==> config.mk <==
export PLATFORM = sky130hd
export DESIGN_NAME = lsce_top
export DESIGN_NICKNAME = d
export VERILOG_FILES = /design/src/design/lsce_pkg.sv /design/src/design/lsce_sync3.sv /design/src/design/lsce_sticky.sv /design/src/design/lsce_top.sv
export VERILOG_INCLUDE_DIRS = /design/src /design/src/design
export SDC_FILE = /design/constraint.sdc
export NUM_CORES = 1
export LEC_CHECK = 0
export BUFFER_PORTS_ARGS = -buffer_cell sky130_fd_sc_hd__buf_2
export CAP_MARGIN = 10
export CORE_MARGIN = 5
export CORE_UTILIZATION = 52
export DETAILED_ROUTE_END_ITERATION = 8
export HOLD_SLACK_MARGIN = 0.1
export PLACE_DENSITY = 0.79
export SLEW_MARGIN = 20
export SYNTH_ARGS = -nofsm -noshare
export SYNTH_HDL_FRONTEND = slang
export SYNTH_SLANG_ARGS = --single-unit
==> constraint.sdc <==
create_clock -name sys_clk -period 2.7 [get_ports sys_clk]
set_clock_uncertainty 0.05 [all_clocks]
set_input_delay 0.54 -clock sys_clk [delete_from_list [all_inputs] [get_ports sys_clk]]
set_output_delay 0.54 -clock sys_clk [all_outputs]
set_load 0.01 [all_outputs]
==> src/design/lsce_map.svh <==
// Overview of operation
// Link-up bit follows established link state
// Sync bit reads live request, 0 asserted
// Sticky realign flag on phase-shifting SYSREF
// Sticky align flag on first SYSREF after enable
// Serial PLL lock bit follows lock
// Converter PLL lock bit follows lock
// Solo mode disables channels B, C, D
// Software keeps first pair on in solo
// Second pair enable drives C, D; resets 1
// First pair enable drives A, B; resets 1
// Software stops calibration, link before changes
// Software never disables both pairs together
// One pair off halves lanes and converters
// Odd lane count pads highest lane tail
// First pair off moves C, D samples forward
// Software writes zeros to upper bits
// Zero writes change nothing; a one clears its sticky status flag
`ifndef LSCE_MAP_SVH
`define LSCE_MAP_SVH

// ****************************************
// Register offsets
// ****************************************
`define LSCE_OFS_STATUS 10'h208
`define LSCE_OFS_CHEN 10'h209
`define LSCE_OFS_CTRL 10'h20A
`define LSCE_OFS_IRQ_STAT 10'h20B
`define LSCE_OFS_IRQ_MASK 10'h20C

// ****************************************
// Status fields
// ****************************************
`define LSCE_ST_LINK_UP 6
`define LSCE_ST_SYNC 5
`define LSCE_ST_REALIGNED 4
`define LSCE_ST_MULTIFRAME_PHASE_SET_FLAG 3
`define LSCE_ST_SPLL 2
`define LSCE_ST_CPLL 0

// ****************************************
// Channel enable fields and reset
// ****************************************
`define LSCE_CH_SOLO 2
`define LSCE_CH_SECOND 1
`define LSCE_CH_FIRST 0
`define LSCE_CHEN_RESET 3'h3

// ****************************************
// Control and interrupt fields
// ****************************************
`define LSCE_CTRL_LINK_EN 0
`define LSCE_CTRL_RESET 1'h0
`define LSCE_IRQ_MULTIFRAME_PHASE_SET_FLAG 0
`define LSCE_IRQ_REALIGNED 1
`define LSCE_IRQ_LINK_LOST 2
`define LSCE_IRQ_PLL_LOST 3
`define LSCE_IRQ_BITS 4
`define LSCE_IRQ_RESET 4'h0

`endif

==> src/design/lsce_pkg.sv <==
`default_nettype none
package lsce_pkg;
  typedef logic [9:0] lsce_addr_type;
  typedef logic [7:0] lsce_byte_type;
  typedef enum logic [1:0] {
    ALIGN_IDLE,
    ALIGN_ARMED,
    ALIGN_DONE
  } lsce_align_state_type;
endpackage
`default_nettype wire

==> src/design/lsce_sync3.sv <==
`default_nettype none
module lsce_sync3 #(
  parameter logic RESET_VAL = 1'b0
) (
  input wire logic sys_clk,
  input wire logic reset,
  input wire logic async_in,
  output logic sync_out
);
  logic stage1_reg;
  logic stage2_reg;
  logic stage3_reg;

  // ****************************************
  // Three flops; accept only when 2 and 3 agree
  // ****************************************
  always_ff @(posedge sys_clk or posedge reset) begin
    if (reset) begin
      stage1_reg <= RESET_VAL;
      stage2_reg <= RESET_VAL;
      stage3_reg <= RESET_VAL;
    end else begin
      stage1_reg <= async_in;
      stage2_reg <= stage1_reg;
      stage3_reg <= stage2_reg;
    end
  end

  // Filters a single-cycle glitch past the metastable stage
  always_ff @(posedge sys_clk or posedge reset) begin
    if (reset) begin
      sync_out <= RESET_VAL;
    end else if (stage2_reg == stage3_reg) begin
      sync_out <= stage3_reg;
    end
  end
endmodule
`default_nettype wire

==> src/design/lsce_sticky.sv <==
`default_nettype none
module lsce_sticky (
  input wire logic sys_clk,
  input wire logic reset,
  input wire logic set_pulse,
  input wire logic clear_pulse,
  output logic flag
);
  // ****************************************
  // Set beats clear so no event is lost
  // ****************************************
  always_ff @(posedge sys_clk or posedge reset) begin
    if (reset) begin
      flag <= 1'b0;
    end else if (set_pulse) begin
      flag <= 1'b1;
    end else if (clear_pulse) begin
      flag <= 1'b0;
    end
  end
endmodule
`default_nettype wire

==> src/design/lsce_top.sv <==
// The address-and-strobe port was left to the implementer.
`include "lsce_map.svh"
`default_nettype none
module lsce_top #(
  parameter int LANE_W = 4,
  parameter int CONV_W = 4
) (
  input wire logic sys_clk,
  input wire logic reset,
  input wire lsce_pkg::lsce_addr_type reg_addr,
  input wire lsce_pkg::lsce_byte_type reg_wdata,
  input wire logic reg_wr,
  input wire logic reg_rd,
  output lsce_pkg::lsce_byte_type reg_rdata,
  input wire logic link_up_pin,
  input wire logic sync_req_n_pin,
  input wire logic serial_pll_lock_pin,
  input wire logic converter_pll_lock_pin,
  input wire logic sysref_pin,
  input wire logic sysref_phase_moved,
  input wire logic [LANE_W-1:0] full_lane_count,
  input wire logic [CONV_W-1:0] full_conv_count,
  output logic link_enable,
  output logic channel_a_enable,
  output logic channel_b_enable,
  output logic channel_c_enable,
  output logic channel_d_enable,
  output logic [LANE_W-1:0] lane_count,
  output logic [CONV_W-1:0] conv_count,
  output logic tail_pad_enable,
  output logic cd_in_ab_slots,
  output logic irq
);
  import lsce_pkg::*;
  // ****************************************
  // Synchronised pin levels
  // ****************************************
  logic link_up_sync;
  logic sync_req_n_sync;
  logic serial_pll_lock;
  logic converter_pll_lock;
  logic sysref_sync;

  lsce_sync3 #(
    .RESET_VAL(1'b0)
  ) u_sync_link (
    .sys_clk(sys_clk),
    .reset(reset),
    .async_in(link_up_pin),
    .sync_out(link_up_sync)
  );
  // Request released until the receiver says otherwise
  lsce_sync3 #(
    .RESET_VAL(1'b1)
  ) u_sync_req (
    .sys_clk(sys_clk),
    .reset(reset),
    .async_in(sync_req_n_pin),
    .sync_out(sync_req_n_sync)
  );
  lsce_sync3 #(
    .RESET_VAL(1'b0)
  ) u_sync_spll (
    .sys_clk(sys_clk),
    .reset(reset),
    .async_in(serial_pll_lock_pin),
    .sync_out(serial_pll_lock)
  );
  lsce_sync3 #(
    .RESET_VAL(1'b0)
  ) u_sync_cpll (
    .sys_clk(sys_clk),
    .reset(reset),
    .async_in(converter_pll_lock_pin),
    .sync_out(converter_pll_lock)
  );
  lsce_sync3 #(
    .RESET_VAL(1'b0)
  ) u_sync_sysref (
    .sys_clk(sys_clk),
    .reset(reset),
    .async_in(sysref_pin),
    .sync_out(sysref_sync)
  );

  // ****************************************
  // Edge detection on settled levels
  // ****************************************
  logic sysref_prev_reg;
  logic link_up_prev_reg;
  logic spll_prev_reg;
  logic cpll_prev_reg;
  logic sysref_edge;
  logic link_lost;
  logic pll_lost;

  always_ff @(posedge sys_clk or posedge reset) begin
    if (reset) begin
      sysref_prev_reg <= 1'b0;
      link_up_prev_reg <= 1'b0;
      spll_prev_reg <= 1'b0;
      cpll_prev_reg <= 1'b0;
    end else begin
      sysref_prev_reg <= sysref_sync;
      link_up_prev_reg <= link_up_sync;
      spll_prev_reg <= serial_pll_lock;
      cpll_prev_reg <= converter_pll_lock;
    end
  end

  assign sysref_edge = sysref_sync & ~sysref_prev_reg;
  assign link_lost = link_up_prev_reg & ~link_up_sync;
  assign pll_lost = (spll_prev_reg & ~serial_pll_lock) |
                    (cpll_prev_reg & ~converter_pll_lock);

  // ****************************************
  // Bus decode
  // ****************************************
  logic wr_status;
  logic wr_chen;
  logic wr_ctrl;
  logic wr_irq_stat;
  logic wr_irq_mask;

  assign wr_status = reg_wr && (reg_addr == `LSCE_OFS_STATUS);
  assign wr_chen = reg_wr && (reg_addr == `LSCE_OFS_CHEN);
  assign wr_ctrl = reg_wr && (reg_addr == `LSCE_OFS_CTRL);
  assign wr_irq_stat = reg_wr && (reg_addr == `LSCE_OFS_IRQ_STAT);
  assign wr_irq_mask = reg_wr && (reg_addr == `LSCE_OFS_IRQ_MASK);

  // ****************************************
  // Control register
  // ****************************************
  always_ff @(posedge sys_clk or posedge reset) begin
    if (reset) begin
      link_enable <= `LSCE_CTRL_RESET;
    end else if (wr_ctrl) begin
      link_enable <= reg_wdata[`LSCE_CTRL_LINK_EN];
    end
  end

  // ****************************************
  // Alignment tracking
  // ****************************************
  lsce_align_state_type align_state_reg;
  lsce_align_state_type align_state_next;
  logic multiframe_phase_set_flag_set;
  logic realigned_set;
  logic multiframe_phase_set_flag_flag;
  logic realigned_flag;

  // Rearms each time the link encoder is switched on again
  always_comb begin
    align_state_next = align_state_reg;
    unique case (align_state_reg)
      ALIGN_IDLE: begin
        if (link_enable) begin
          align_state_next = ALIGN_ARMED;
        end
      end
      ALIGN_ARMED: begin
        if (!link_enable) begin
          align_state_next = ALIGN_IDLE;
        end else if (sysref_edge) begin
          align_state_next = ALIGN_DONE;
        end
      end
      ALIGN_DONE: begin
        if (!link_enable) begin
          align_state_next = ALIGN_IDLE;
        end
      end
      default: begin
        align_state_next = ALIGN_IDLE;
      end
    endcase
  end

  always_ff @(posedge sys_clk or posedge reset) begin
    if (reset) begin
      align_state_reg <= ALIGN_IDLE;
    end else begin
      align_state_reg <= align_state_next;
    end
  end

  assign multiframe_phase_set_flag_set = (align_state_reg == ALIGN_ARMED) && link_enable && sysref_edge;
  assign realigned_set = sysref_edge && sysref_phase_moved;

  // Only a one in the flag's position clears it
  lsce_sticky u_multiframe_phase_set_flag (
    .sys_clk(sys_clk),
    .reset(reset),
    .set_pulse(multiframe_phase_set_flag_set),
    .clear_pulse(wr_status && reg_wdata[`LSCE_ST_MULTIFRAME_PHASE_SET_FLAG]),
    .flag(multiframe_phase_set_flag_flag)
  );

  lsce_sticky u_realigned (
    .sys_clk(sys_clk),
    .reset(reset),
    .set_pulse(realigned_set),
    .clear_pulse(wr_status && reg_wdata[`LSCE_ST_REALIGNED]),
    .flag(realigned_flag)
  );

  // ****************************************
  // Channel pair enable register
  // ****************************************
  logic solo_channel_mode;
  logic second_pair_enable;
  logic first_pair_enable;

  // Upper bits are not stored and read back as zero
  always_ff @(posedge sys_clk or posedge reset) begin
    if (reset) begin
      {solo_channel_mode, second_pair_enable, first_pair_enable} <= `LSCE_CHEN_RESET;
    end else if (wr_chen) begin
      solo_channel_mode <= reg_wdata[`LSCE_CH_SOLO];
      second_pair_enable <= reg_wdata[`LSCE_CH_SECOND];
      first_pair_enable <= reg_wdata[`LSCE_CH_FIRST];
    end
  end

  // ****************************************
  // Channel enables and link shape
  // ****************************************
  logic one_pair_off;
  logic [LANE_W-1:0] half_lanes;
  logic [CONV_W-1:0] half_convs;

  // Both pairs off is undefined; it is treated like one pair off
  assign one_pair_off = ~first_pair_enable | ~second_pair_enable;
  assign half_lanes = LANE_W'((LANE_W+1)'(full_lane_count) + (LANE_W+1)'(1) >> 1);
  assign half_convs = full_conv_count >> 1;

  always_ff @(posedge sys_clk or posedge reset) begin
    if (reset) begin
      channel_a_enable <= 1'b0;
      channel_b_enable <= 1'b0;
      channel_c_enable <= 1'b0;
      channel_d_enable <= 1'b0;
    end else begin
      channel_a_enable <= first_pair_enable;
      channel_b_enable <= first_pair_enable & ~solo_channel_mode;
      channel_c_enable <= second_pair_enable & ~solo_channel_mode;
      channel_d_enable <= second_pair_enable & ~solo_channel_mode;
    end
  end

  always_ff @(posedge sys_clk or posedge reset) begin
    if (reset) begin
      lane_count <= '0;
      conv_count <= '0;
      tail_pad_enable <= 1'b0;
    end else if (one_pair_off) begin
      lane_count <= half_lanes;
      conv_count <= half_convs;
      tail_pad_enable <= full_lane_count[0];
    end else begin
      lane_count <= full_lane_count;
      conv_count <= full_conv_count;
      tail_pad_enable <= 1'b0;
    end
  end

  always_ff @(posedge sys_clk or posedge reset) begin
    if (reset) begin
      cd_in_ab_slots <= 1'b0;
    end else begin
      cd_in_ab_slots <= ~first_pair_enable;
    end
  end

  // ****************************************
  // Interrupt status and mask
  // ****************************************
  logic [`LSCE_IRQ_BITS-1:0] irq_events;
  logic [`LSCE_IRQ_BITS-1:0] irq_status;
  logic [`LSCE_IRQ_BITS-1:0] irq_mask_reg;

  always_comb begin
    irq_events = '0;
    irq_events[`LSCE_IRQ_MULTIFRAME_PHASE_SET_FLAG] = multiframe_phase_set_flag_set;
    irq_events[`LSCE_IRQ_REALIGNED] = realigned_set;
    irq_events[`LSCE_IRQ_LINK_LOST] = link_lost;
    irq_events[`LSCE_IRQ_PLL_LOST] = pll_lost;
  end

  for (genvar i = 0; i < `LSCE_IRQ_BITS; i++) begin : g_irq
    lsce_sticky u_irq_bit (
      .sys_clk(sys_clk),
      .reset(reset),
      .set_pulse(irq_events[i]),
      .clear_pulse(wr_irq_stat && reg_wdata[i]),
      .flag(irq_status[i])
    );
  end

  always_ff @(posedge sys_clk or posedge reset) begin
    if (reset) begin
      irq_mask_reg <= `LSCE_IRQ_RESET;
    end else if (wr_irq_mask) begin
      irq_mask_reg <= reg_wdata[`LSCE_IRQ_BITS-1:0];
    end
  end

  // Registered so the output is glitch free; lags status by one cycle
  always_ff @(posedge sys_clk or posedge reset) begin
    if (reset) begin
      irq <= 1'b0;
    end else begin
      irq <= |(irq_status & irq_mask_reg);
    end
  end

  // ****************************************
  // Read path
  // ****************************************
  lsce_byte_type status_view;
  lsce_byte_type read_mux;

  always_comb begin
    status_view = '0;
    status_view[`LSCE_ST_LINK_UP] = link_up_sync;
    status_view[`LSCE_ST_SYNC] = sync_req_n_sync;
    status_view[`LSCE_ST_REALIGNED] = realigned_flag;
    status_view[`LSCE_ST_MULTIFRAME_PHASE_SET_FLAG] = multiframe_phase_set_flag_flag;
    status_view[`LSCE_ST_SPLL] = serial_pll_lock;
    status_view[`LSCE_ST_CPLL] = converter_pll_lock;
  end

  always_comb begin
    read_mux = '0;
    unique case (reg_addr)
      `LSCE_OFS_STATUS: begin
        read_mux = status_view;
      end
      `LSCE_OFS_CHEN: begin
        read_mux[`LSCE_CH_SOLO] = solo_channel_mode;
        read_mux[`LSCE_CH_SECOND] = second_pair_enable;
        read_mux[`LSCE_CH_FIRST] = first_pair_enable;
      end
      `LSCE_OFS_CTRL: begin
        read_mux[`LSCE_CTRL_LINK_EN] = link_enable;
      end
      `LSCE_OFS_IRQ_STAT: begin
        read_mux[`LSCE_IRQ_BITS-1:0] = irq_status;
      end
      `LSCE_OFS_IRQ_MASK: begin
        read_mux[`LSCE_IRQ_BITS-1:0] = irq_mask_reg;
      end
      default: begin
        read_mux = '0;
      end
    endcase
  end

  // Data valid only in the cycle after the strobe
  always_ff @(posedge sys_clk or posedge reset) begin
    if (reset) begin
      reg_rdata <= '0;
    end else if (reg_rd) begin
      reg_rdata <= read_mux;
    end else begin
      reg_rdata <= '0;
    end
  end
endmodule
`default_nettype wire

==> flow_summary.toml <==
[synthesis]
synthArstFlopShare = 1.00
synth_area_um2 = 2330
syn-num-nets = 207
synth-edff-count = 0
ys_warn_count = 0
synth_cells = 170
synth_top_flop_cell = "dfrtp_1"
syn_avg_cell_area_um2 = 13.7
synth_seq_cells = 61
synth.yosys.seq_area_share = 0.659
synth_cell_types = 41

[setup_path]
arrival_ns = 1.97
crit_type = "input port to flop"
worstSetupEndpointType = "flop"
r2r_start = "first_pair_enable"
reg2reg_depth = 2
crit_start = "reg_addr[2]"
critPathLaunchType = "input port"
r2r_end = "conv_count[2]"
reg2reg_slack_ns = 1.38
crit_path_max_fanout = 13
cp_data_required_time_ns = 2.87

[run_status]
status = "completed"

[timing]
setup_tns_ns = 0
setup_viol = 0
worstMarginPinSlew_ns = 0.530
finalCriticalPeriod_ns = 1.81
period_share = 0.669
drv_slew = 0
hold_violations = 0
relSlewSlack = 0.646
final.setup.worst_slack_ns = 0.893
rsz0062_at_grt = "no"
fmax_mhz = 554

[clock_tree]
cts_buffers = 9
path_clk_slew_ns = 0.06
cts_resized = 0
hold_buffers = 0
cts.htree.levels = 3
cts_tree = "done"
insertion_delay_ns = 0.33
cts_sinks = 61
root_buffer = "clkbuf_8"
cts_buffer_depth = 2
post_cts_buffers = 0

[cells_and_area]
largest-register = "reg_rdata"
fin_util = 0.650
layout-drive-gt1-share = 0.396
diodes = 0
fillers = 316
layout_common_cells = "dfrtp_1, buf_2, mux2_2"
area_delta_synth_final_pct = 21.7
nets = 267
largest_reg_flops = 7

[placed_design]
dp_slack_ns = 0.550
gp_congestion = 0.815
hpwl_um = 3110
port_buffers = 55

[die]
rows = 24
core_area_um2 = 4350
start_util = 0.534
boundaryPins = 60
die_y_um = 76.9
die_area_um2 = 5910
die_w_um = 76.9

[power]
p_leak_nw = 1.36
power_density_nw_per_um2 = 643
ir_worst_vdd_v = 0.000394

[route]
vias = 1497
drtAntennaViolNets = 0
avgViaCountPerCell = 5.22
drt_iter0_drc = 133
dr.pass1.iters = 4
post_drt_wl_per_cell_um = 15.3
wirelength_um = 4400
drcViolationCount = 0

[global_route]
antenna_found_initial = 0
grt_usage = 0.168
grt_pass1_vias = 1583
grt_pass1_wl_um = 7600
grt_max_degree = 42
grt.overflow.total = 0

[job]
timing.max_cap.violations = 0

[min_path]
hp-class = "input port to asynchronous set/reset pin"
[cell type report]
class | count | area [µm²] | share of cell area
Timing Repair Buffer | 56 | 295 | 0.104
Clock buffer | 15 | 176 | 0.0623
Sequential cell | 61 | 1530 | 0.542
Clock inverter | 1 | 5.00 | 0.00177
Inverter | 7 | 26.3 | 0.00928
Tap cell | 52 | 65.1 | 0.0230
Multi-Input combinational cell | 95 | 729 | 0.258
[worst max-delay path, cell delays in order]
cell     delay, ns
buf_2         0.23
nor3b_1       0.50
nand4_1       0.35
mux2_2        0.36
[metrics by stage]
stage	hold WS, ns	total power [mW]	cells	cell area (µm²)
2_1_floorplan	0.281	1.05	170	2330
3_3_place_gp	0.282	1.11	271	2650
3_5_place_dp	0.286	1.11	271	2650
4_1_cts	0.175	1.84	287	2830
5_1_grt	0.202	1.91	287	2830
6_report	0.166	1.82	287	2830
[power by group]
group	switching [mW]	leakage [nW]	internal (mW)
clock network	0.318	0.0937	0.408
registers	0.0177	0.732	0.955
logic	0.0682	0.533	0.0551
total	0.404	1.36	1.42
[worst max-delay path by stage]
stage                     slack, ns                 end  cells after the start
after floorplan                0.61  align_state_reg[0]                      1
after global placement         0.57         link_enable                      4
after detailed placement       0.55     irq_mask_reg[1]                      4
after CTS                      0.91         link_enable                      4
after global routing           0.80     irq_mask_reg[3]                      4
final                          0.89     irq_mask_reg[2]                      4
[per-layer routing]
metal | wire length (µm) | up-vias | track usage
met5 | 0 | - | 0
met4 | 106 | 0 | 0.112
met3 | 255 | 10 | 0.0515
met2 | 2220 | 35 | 0.261
met1 | 1820 | 724 | 0.201
li1 | - | 728 | -
[logic make-up after synthesis]
group | after synthesis | share of synthesized area
xor gates and xnor gates | 1 | 0.00377
AOI/OAI and AO/OA | 20 | 0.0597
buffers and inverters | 14 | 0.0269
other | 1 | 0.00161
and+or+nand+nor | 49 | 0.136
adders and majority gates | 6 | 0.0269
DFF | 61 | 0.659
muxes | 18 | 0.0861
[cells in the mapped netlist (3+ instances only)]
master	count	area, µm²
nor2_1	6	22.5
and3_1	4	25.0
a21oi_1	4	20.0
clkbuf_1	3	11.3
mux2_2	15	169
dfstp_2	6	158
dfrtp_1	55	1380
o31ai_1	4	30.0
inv_1	7	26.3
nand3b_1	3	22.5
maj3_1	5	50.1
a22oi_1	4	30.0
nor3b_1	3	22.5
nand2_1	12	45.0
nand4b_1	5	43.8
(Power assumes the default switching activity.)
